[src/pcmc_map.svh]
// Register offsets, field positions and reset values of the pace and common-mode config block.
`ifndef PCMC_MAP_SVH
`define PCMC_MAP_SVH

`define PCMC_ADDR_W 8
`define PCMC_DATA_W 24
`define PCMC_OFS_PACE 8'h04
`define PCMC_OFS_CMREF 8'h0C
`define PCMC_RST_PACE 24'h000F88
`define PCMC_RST_CMREF 24'hE00000
`define PCMC_MASK_PACE 24'h000FFF
`define PCMC_MASK_CMREF 24'hE073FF

`define PCMC_PACE_PWF 11
`define PCMC_PACE_VF2 10
`define PCMC_PACE_VF1 9
`define PCMC_PACE_CH3_SEL 7
`define PCMC_PACE_CH2_SEL 5
`define PCMC_PACE_CH1_SEL 3
`define PCMC_PACE_CH3_EN 2
`define PCMC_PACE_CH2_EN 1
`define PCMC_PACE_CH1_EN 0

`define PCMC_CM_LA 23
`define PCMC_CM_LL 22
`define PCMC_CM_RA 21
`define PCMC_DRV_LA 14
`define PCMC_DRV_LL 13
`define PCMC_DRV_RA 12
`define PCMC_DRV_CE 9
`define PCMC_CE_REF 8
`define PCMC_REFSEL_LSB 4
`define PCMC_CM_PIN 3
`define PCMC_EXT_CM 2
`define PCMC_DRV_REF 1
`define PCMC_SHIELD 0

`endif

[src/pcmc_pkg.sv]
// Types shared by the pace and common-mode config block.
package pcmc_pkg;
   typedef enum logic [1:0] {
      PCMC_LEAD_I = 2'h0,
      PCMC_LEAD_II = 2'h1,
      PCMC_LEAD_III = 2'h2,
      PCMC_LEAD_AVF = 2'h3
   } pcmc_lead_t;

   typedef enum logic [3:0] {
      PCMC_DRV_PIN = 4'h0,
      PCMC_DRV_LA = 4'h1,
      PCMC_DRV_LL = 4'h2,
      PCMC_DRV_RA = 4'h3
   } pcmc_drvsel_t;

   // Source of the common-mode level, one-hot.
   typedef enum logic [3:0] {
      PCMC_CMS_AVG = 4'h1,
      PCMC_CMS_SINGLE = 4'h2,
      PCMC_CMS_INTREF = 4'h4,
      PCMC_CMS_EXT = 4'h8
   } pcmc_cm_src_t;
endpackage

[src/pcmc_cfg_reg.sv]
// One 24-bit configuration register with reset value and writable mask.
`timescale 1ns/1ps
`default_nettype none
module pcmc_cfg_reg #(
   parameter logic [23:0] RST = 24'h000000,
   parameter logic [23:0] MASK = 24'hFFFFFF
) (
   input wire logic clk,
   input wire logic arst_n,
   input wire logic wr_en,
   input wire logic [23:0] wr_data,
   output logic [23:0] value_q
);
   // Reserved bits are never stored, so they always read as zero.
   always_ff @(posedge clk or negedge arst_n) begin
      if (!arst_n) begin
         value_q <= RST;
      end else if (wr_en) begin
         value_q <= wr_data & MASK;
      end
   end
endmodule // pcmc_cfg_reg
`default_nettype wire

[src/pcmc_cm_route.sv]
// Common-mode source and switch decode from the electrode select and mode bits.
`timescale 1ns/1ps
`default_nettype none
module pcmc_cm_route
   import pcmc_pkg::*;
(
   input wire logic [2:0] cm_sel,
   input wire logic external_cm_choice,
   input wire logic cm_pin_output_on,
   output logic [2:0] cm_switch,
   output pcmc_cm_src_t cm_src,
   output logic cm_pin_drive
);
   always_comb begin
      if (external_cm_choice) begin
         cm_switch = 3'h0;
         cm_src = PCMC_CMS_EXT;
      end else begin
         cm_switch = cm_sel;
         case (cm_sel)
            3'h0: cm_src = PCMC_CMS_INTREF;
            3'h1, 3'h2, 3'h4: cm_src = PCMC_CMS_SINGLE;
            default: cm_src = PCMC_CMS_AVG;
         endcase
      end
      cm_pin_drive = cm_pin_output_on & ~external_cm_choice;
   end
endmodule // pcmc_cm_route
`default_nettype wire

[src/pcmc_top.sv]
// Pace detection and common-mode reference configuration registers.
// ==========================================================
//
// Implementation choice: the plain strobed port.
`timescale 1ns/1ps
`default_nettype none
`include "pcmc_map.svh"
module pcmc_top
   import pcmc_pkg::*;
(
   input wire logic clk,
   input wire logic arst_n,
   input wire logic [7:0] addr,
   input wire logic [23:0] wr_data,
   input wire logic wr_en,
   input wire logic rd_en,
   output logic [23:0] rd_data_q,
   output logic pulse_width_filter_on_q,
   output logic validation_filter_two_on_q,
   output logic validation_filter_one_on_q,
   output pcmc_lead_t pulse_ch3_lead_choice_q,
   output pcmc_lead_t pulse_ch2_lead_choice_q,
   output pcmc_lead_t pulse_ch1_lead_choice_q,
   output logic [2:0] pulse_detect_on_q,
   output logic [2:0] cm_switch_q,
   output pcmc_cm_src_t cm_src_q,
   output logic cm_pin_drive_q,
   output logic [3:0] drive_sum_q,
   output logic shared_electrode_ref_on_q,
   output logic [3:0] drive_route_q,
   output logic drive_ref_on_q,
   output logic shield_drive_on_q
);
   // ==========================================================
   // Register file
   logic [23:0] pace_q;
   logic [23:0] cmref_q;
   logic pace_wr;
   logic cmref_wr;

   assign pace_wr = wr_en && (addr == `PCMC_OFS_PACE);
   assign cmref_wr = wr_en && (addr == `PCMC_OFS_CMREF);

   pcmc_cfg_reg #(
      .RST(`PCMC_RST_PACE),
      .MASK(`PCMC_MASK_PACE)
   ) u_pace (
      .clk(clk),
      .arst_n(arst_n),
      .wr_en(pace_wr),
      .wr_data(wr_data),
      .value_q(pace_q)
   );

   pcmc_cfg_reg #(
      .RST(`PCMC_RST_CMREF),
      .MASK(`PCMC_MASK_CMREF)
   ) u_cmref (
      .clk(clk),
      .arst_n(arst_n),
      .wr_en(cmref_wr),
      .wr_data(wr_data),
      .value_q(cmref_q)
   );

   // Unmapped addresses read as zero so software can probe safely.
   always_ff @(posedge clk or negedge arst_n) begin
      if (!arst_n) begin
         rd_data_q <= 24'h000000;
      end else if (rd_en) begin
         case (addr)
            `PCMC_OFS_PACE: rd_data_q <= pace_q;
            `PCMC_OFS_CMREF: rd_data_q <= cmref_q;
            default: rd_data_q <= 24'h000000;
         endcase
      end else begin
         rd_data_q <= 24'h000000;
      end
   end

   // ==========================================================
   // Pace controls
   always_ff @(posedge clk or negedge arst_n) begin
      if (!arst_n) begin
         pulse_width_filter_on_q <= 1'b1;
         validation_filter_two_on_q <= 1'b1;
         validation_filter_one_on_q <= 1'b1;
         pulse_ch3_lead_choice_q <= PCMC_LEAD_AVF;
         pulse_ch2_lead_choice_q <= PCMC_LEAD_I;
         pulse_ch1_lead_choice_q <= PCMC_LEAD_II;
         pulse_detect_on_q <= 3'h0;
      end else begin
         pulse_width_filter_on_q <= pace_q[`PCMC_PACE_PWF];
         validation_filter_two_on_q <= pace_q[`PCMC_PACE_VF2];
         validation_filter_one_on_q <= pace_q[`PCMC_PACE_VF1];
         pulse_ch3_lead_choice_q <= pcmc_lead_t'(pace_q[`PCMC_PACE_CH3_SEL +: 2]);
         pulse_ch2_lead_choice_q <= pcmc_lead_t'(pace_q[`PCMC_PACE_CH2_SEL +: 2]);
         pulse_ch1_lead_choice_q <= pcmc_lead_t'(pace_q[`PCMC_PACE_CH1_SEL +: 2]);
         pulse_detect_on_q <= pace_q[`PCMC_PACE_CH3_EN:`PCMC_PACE_CH1_EN];
      end
   end

   // ==========================================================
   // Common mode
   logic [2:0] cm_switch;
   pcmc_cm_src_t cm_src;
   logic cm_pin_drive;

   pcmc_cm_route u_route (
      .cm_sel(cmref_q[`PCMC_CM_LA:`PCMC_CM_RA]),
      .external_cm_choice(cmref_q[`PCMC_EXT_CM]),
      .cm_pin_output_on(cmref_q[`PCMC_CM_PIN]),
      .cm_switch(cm_switch),
      .cm_src(cm_src),
      .cm_pin_drive(cm_pin_drive)
   );

   always_ff @(posedge clk or negedge arst_n) begin
      if (!arst_n) begin
         cm_switch_q <= 3'h7;
         cm_src_q <= PCMC_CMS_AVG;
         cm_pin_drive_q <= 1'b0;
      end else begin
         cm_switch_q <= cm_switch;
         cm_src_q <= cm_src;
         cm_pin_drive_q <= cm_pin_drive;
      end
   end

   // ==========================================================
   // Reference drive
   logic [3:0] route_d;

   // A reserved code disconnects the drive rather than guessing a target.
   always_comb begin
      case (pcmc_drvsel_t'(cmref_q[`PCMC_REFSEL_LSB +: 4]))
         PCMC_DRV_PIN: route_d = 4'h1;
         PCMC_DRV_LA: route_d = 4'h2;
         PCMC_DRV_LL: route_d = 4'h4;
         PCMC_DRV_RA: route_d = 4'h8;
         default: route_d = 4'h0;
      endcase
   end

   always_ff @(posedge clk or negedge arst_n) begin
      if (!arst_n) begin
         drive_sum_q <= 4'h0;
         shared_electrode_ref_on_q <= 1'b0;
         drive_route_q <= 4'h1;
         drive_ref_on_q <= 1'b0;
         shield_drive_on_q <= 1'b0;
      end else begin
         drive_sum_q <= {cmref_q[`PCMC_DRV_LA], cmref_q[`PCMC_DRV_LL],
                         cmref_q[`PCMC_DRV_RA], cmref_q[`PCMC_DRV_CE]};
         shared_electrode_ref_on_q <= cmref_q[`PCMC_CE_REF];
         drive_route_q <= route_d;
         drive_ref_on_q <= cmref_q[`PCMC_DRV_REF];
         shield_drive_on_q <= cmref_q[`PCMC_SHIELD];
      end
   end
endmodule // pcmc_top
`default_nettype wire

[config.mk]
export PLATFORM = sky130hd
export DESIGN_NAME = pcmc_top
export DESIGN_NICKNAME = d
export VERILOG_FILES = /design/src/pcmc_pkg.sv /design/src/pcmc_cfg_reg.sv /design/src/pcmc_cm_route.sv /design/src/pcmc_top.sv
export VERILOG_INCLUDE_DIRS = /design/src /design/src/src
export SDC_FILE = /design/constraint.sdc
export NUM_CORES = 1
export LEC_CHECK = 0
export ABC_AREA = 1
export BUFFER_PORTS_ARGS = -buffer_cell sky130_fd_sc_hd__buf_2
export CORE_MARGIN = 5
export CORE_UTILIZATION = 50
export DETAILED_ROUTE_END_ITERATION = 10
export GPL_TIMING_DRIVEN = 0
export PLACE_DENSITY = 0.88
export RECOVER_POWER = 100
export SETUP_SLACK_MARGIN = 0.15
export SLEW_MARGIN = 0
export SYNTH_ARGS = -nofsm -noshare
export SYNTH_HDL_FRONTEND = slang
export SYNTH_SLANG_ARGS = --single-unit
[constraint.sdc]
create_clock -name clk -period 1.6 [get_ports clk]
set_input_delay 0.08 -clock clk [delete_from_list [all_inputs] [get_ports clk]]
set_output_delay 0.08 -clock clk [all_outputs]
set_load 0.05 [all_outputs]
# After elaboration in Yosys (flattened, before gate mapping)
# Cells that the tools add are included.
# W data, S select, Z words.
# totals
regBits,83
inputBits,36
out_inout_bits,55
wordCells,39
# op_classes
n_eq_ne,8
muxes,6
bitwise,2
reduce_logical,5
# op_table
cell,n
$pmux W24 S2,1
$mux W24,1
$pmux W4 S4,1
$eq A4 B2 Y1 const B,2
$eq A8 B3 Y1 const B,1
$eq A8 B4 Y1 const B,1
$pmux W3 S2,1
$eq A4 B1 Y1 const B,1
$logic_not A4 Y1,1
$mux W4,1
$eq A3 B1 Y1 const B,1
$eq A3 B2 Y1 const B,1
$eq A3 B3 Y1 const B,1
$logic_not A3 Y1,1
$mux W3,1
$reduce_or A3 Y1,1
$logic_and A1 B1 Y1,2
$and A1 B1 Y1,1
$not A1 Y1,1

# Logic depth before layout (Yosys ltp)
# depth
word_depth,4
ltp_mapped,7
mapped_depth_nobuf,6

# Modules after synthesis
# A second synthesis with hierarchy kept.
# hier_totals
hier_cells,325
area_unflattened_um2,3527.1
# modules_own_cells
mod,instances,cells_per_inst,area_each_um2,seq_area_each_um2
pcmc_top,1,166,2175.8,1390.1
pcmc_cfg_reg (u_cmref),1,77,711.9,404.1
pcmc_cfg_reg (u_pace),1,64,559.3,307.8
pcmc_cm_route,1,18,80.1,0.0

# Least setup slack after synthesis
# Ideal clock, no wire load.
# synth_path
path_kind,reg2reg
from,register u_cmref.value_q[21]
to,register cm_src_q[1]
setup_time_ns,0.134
t_arrival_ns,0.801
required_ns,1.466
slack_ns,0.665
path_stages_with_launch,6
n_path_buf,0
period_less_slack_ns,0.935
cell_sequence,dfstp_2 -> inv_1 -> nand2_1 -> nand2_1 -> nand2_1 -> nor3_1
# synth_between
elab_chain_len,4
elab_cells_between_ends,7
classes_between,eq/ne: 3; mux: 2; reduce/logical: 2
# synth_lines
element,line_no,text
"start, declared",pcmc_cfg_reg.sv:12,output logic [23:0] value_q
"start signal, assigned",pcmc_cfg_reg.sv:19,value_q <= wr_data & MASK;
"$eq A3 B1 Y1, or another cell as far along",pcmc_cm_route.sv:20,case (cm_sel)
$reduce_or A3 Y1,pcmc_cm_route.sv:20,
$pmux W3 S2 *,pcmc_cm_route.sv:20,
$mux W4 *,pcmc_cm_route.sv:15,if (external_cm_choice) begin
net cm_src[1],pcmc_top.sv:106,pcmc_cm_src_t cm_src;
"end signal, assigned",pcmc_top.sv:125,cm_src_q <= cm_src;
"end, declared",pcmc_top.sv:26,"output pcmc_cm_src_t cm_src_q,"
# Mark *: on every way through the listed nets, which the timed path passes. The rest lies on a longest branch.
# A chain may end at the register's enable or synchronous reset.

# Worst setup path after layout
# layout_path
from,register cm_switch_q[0]
to,output cm_switch_q[0]
# layout_lines
element,line_no,text
"start, declared",pcmc_top.sv:25,"output logic [2:0] cm_switch_q,"
"start signal, assigned",pcmc_top.sv:124,cm_switch_q <= cm_switch;
# No word-level cell between the ends.

==> qor.csv <==
metric,value,unit
Detail Placement HPWL,4.21,mm
Mapped Cells,270,
maximum clock rate,720,MHz
TritonCTS clock tree,yes,
total number of yosys warnings,0,
xor and xnor fraction of the mapped netlist area,0,
worst min path class,in2reg,
global-route wire length before repair,10.8,mm
Initial DRT Pass Iterations,4,
vias per cell,4.81,
Post-DP Area,3370,µm²
"Avg Cell Area, Syn",10.6,µm²
Num Clock Sinks,77,
total DRC errors in the routed layout,0,
routability congestion estimate,0.730,
crit start category,flop,
endpoints failing hold,0,
Power Total,3.90,mW
element type at the critical path end,primary output,
number of design-rule violations left by the first detailed-router iteration,182,
PortBufs,78,
pin count of the biggest net entering global routing,78,
share of the synthesized area in the top cell type,0.498,
Worst Path Buf+Inv,1,
worst slew slack as a fraction of its limit,0.350,
clock-pin slew of the registers on the worst-case setup and hold paths,0.07,ns
Crit path largest cell delay,0.52,ns
count of cells resized by post-cts repair,0,
total global-route track usage,0.192,
total length of routed wires,6.46,mm
Sequential cell area,1950,µm²
dominant delay contributor by cell family on the critical path,flip-flops,
clock latency reported for the late side of the worst-skew pair,0.34,ns
multi-input gate area in the final layout,718,µm²
worst clock skew,0.00610,ns
final setup violation count,0,
Std-Cell Core Area,5540,µm²
largest family of logic cells by synthesized area,simple AND/OR/NAND/NOR gates,
worst-path fanout max,1,
worst-case clock buffer depth,2,
proportion of synthesized area in mux cells,0,
number of vias after detailed routing,2212,
Power Density,1060,nW/µm²
"Critical Path, Cell by Cell",clkbuf_1,
width of the die,85.7,µm
fraction of the yosys area taken by sequential cells,0.682,
kind of critical path,reg2out,
number of nets with antenna violations after detailed routing,0,
Setup TNS,0,ns
final standard cell area without fillers,3670,µm²
proportion of layout cells with a drive suffix above 1,0.216,
register bit total from synthesis,77,
initial antenna violation count,0,
slew at the pin with the worst max-slew slack,0.974,ns
Clock Root Buffer,sky130_fd_sc_hd__clkbuf_8,
final critical delay including setup and external delays,1.39,ns
Syn Std Cell Area,2860,µm²
clock buffers created by TritonCTS,9,
complex-gate fraction of the synthesized area,0.00175,
Yosys top cell by area,sky130_fd_sc_hd__dfrtp_1,
grt ovf,0,
data arrival time of the worst path,1.31,ns
H-tree level count,3,
number of core rows,27,
number of fillers in the final layout,471,
highest-count cells in the layout ignoring fill and taps,"sky130_fd_sc_hd__nand2_1, sky130_fd_sc_hd__dfrtp_1, sky130_fd_sc_hd__clkbuf_1, sky130_fd_sc_hd__nand3_1, sky130_fd_sc_hd__buf_2",
number of distinct standard cells referenced by the synthesized netlist,23,
"Slew Viols, Final",0,
peak supply drop,0.439,mV
cell types occupying the most area after synthesis,"sky130_fd_sc_hd__dfrtp_1, sky130_fd_sc_hd__dfstp_2, sky130_fd_sc_hd__nand2_1",
overall die area,7340,µm²
core occupancy in the finished layout,0.662,
"commonest non-fill, non-tap cell in the layout",sky130_fd_sc_hd__nand2_1,
Diodes inserted,0,
number of global-route vias before repair,2216,
I/O pin total,91,
area delta synth->final,28.0,%
Worst path slowest cell,sky130_fd_sc_hd__dfstp_2,
leakage,1.91,nW
post-route clock period utilization,0.868,
Total Nets Final,419,
required time at the endpoint of the critical path,1.52,ns
outcome,finished clean,
Routed wire per std cell,14.1,µm
fraction of the mapped netlist area in adder cells,0,
setup repair after global routing missed its margin,false,
starting density of the core,0.517,
Die Ht,85.7,µm
synthesized-area fraction occupied by and/or/nand/nor cells,0.249,
number of maximum-capacitance constraint violations,0,
## through the flow
stage	std cells	setup WS [ns]	hold slack (ns)
floorplan	275	0.665	-0.216
global placement	425	0.0948	0.299
detailed placement	425	0.531	0.261
CTS	459	0.389	0.0000900
global route	460	0.183	0.0352
finish	460	0.212	0.0395
## sequential cells by signal (all words and copies together), names as in the netlist, 2 cells and up
signal,flops
u_pace.value_q,12
pulse_ch3_lead_choice_q,2
drive_sum_q,4
drive_route_q,4
rd_data_q,18
cm_src_q,4
pulse_ch2_lead_choice_q,2
cm_switch_q,3
pulse_detect_on_q,3
pulse_ch1_lead_choice_q,2
u_cmref.value_q,16
## cell families after synthesis
kind of cell           Yosys count
AO/OA/AOI/OAI                    1
buffers and inverters           35
flip-flops                      77
other                            1
AND/OR/NAND/NOR                156
## metal layers
layer  wire length, µm  part of all wire  vias to the layer above  GRT usage
li1                  -                 -                     1062          -
met1              2430              0.38                     1028      0.234
met2              3340              0.52                      110      0.328
met3               565             0.087                       12     0.0365
met4               131             0.020                        0     0.0906
met5                 0                 0                        -          0
## cell usage after synthesis
library cell               count
sky130_fd_sc_hd__dfstp_2      20
sky130_fd_sc_hd__conb_1        1
sky130_fd_sc_hd__nor2_8        1
sky130_fd_sc_hd__nand3_2       1
sky130_fd_sc_hd__a21oi_1       1
sky130_fd_sc_hd__nand2_1      76
sky130_fd_sc_hd__inv_2         1
sky130_fd_sc_hd__nand3_4       1
sky130_fd_sc_hd__buf_2         4
sky130_fd_sc_hd__nor2_2        2
sky130_fd_sc_hd__nand2_4       1
sky130_fd_sc_hd__nand3_1      48
sky130_fd_sc_hd__nand2_2       1
sky130_fd_sc_hd__inv_1        16
sky130_fd_sc_hd__nor2_4        1
sky130_fd_sc_hd__or2_2         1
sky130_fd_sc_hd__dfrtp_1      57
sky130_fd_sc_hd__buf_4         8
sky130_fd_sc_hd__nor3_1        6
sky130_fd_sc_hd__buf_6         3
sky130_fd_sc_hd__clkbuf_1      2
sky130_fd_sc_hd__nor2_1       17
sky130_fd_sc_hd__buf_1         1
## power by group
| group | total [mW] | internal, mW | switching [mW] |
|---|---|---|---|
| sequential | 2.08 | 2.04 | 0.0406 |
| clock | 1.37 | 0.737 | 0.632 |
| combinational | 0.454 | 0.119 | 0.336 |
## repair_timing
action,4_1_cts,5_1_grt
hold buffers,18,1
endpoints found under the hold margin,80,2
setup endpoints to repair,0,0
buffers inserted,0,0
## tightest hold or removal path, stage by stage
cell and delay [ns]:
sky130_fd_sc_hd__buf_2 0.13, sky130_fd_sc_hd__nand2_1 0.09, sky130_fd_sc_hd__nor2_1 0.04
## area by class of cell
type                    instances  area share
clock buffers                  16      0.0519
repair buffers                 97       0.145
plain buffers                  18      0.0331
flip-flops and latches         77       0.532
multi-input cells             163       0.196
well taps                      72      0.0246
inverters                      17      0.0174
## path summary, 6_finish.rpt
| check | start | end | slack, ns | depth (start not counted) |
|---|---|---|---|---|
| max | cm_switch_q[0] | cm_switch_q[0] | 0.21 | 1 |
| min | rd_en | rd_data_q[11] | 0.04 | 3 |
| min in group asynchronous | arst_n | u_cmref.value_q[13] | 0.48 | 2 |
| max in group asynchronous | arst_n | drive_sum_q[0] | 0.50 | 2 |
| max reg2reg | u_cmref.value_q[21] | cm_src_q[1] | 0.48 | 4 |
| min reg2reg | u_cmref.value_q[2] | cm_src_q[3] | 0.39 | 0 |
Note: power is estimated with default switching activity, not from simulation.
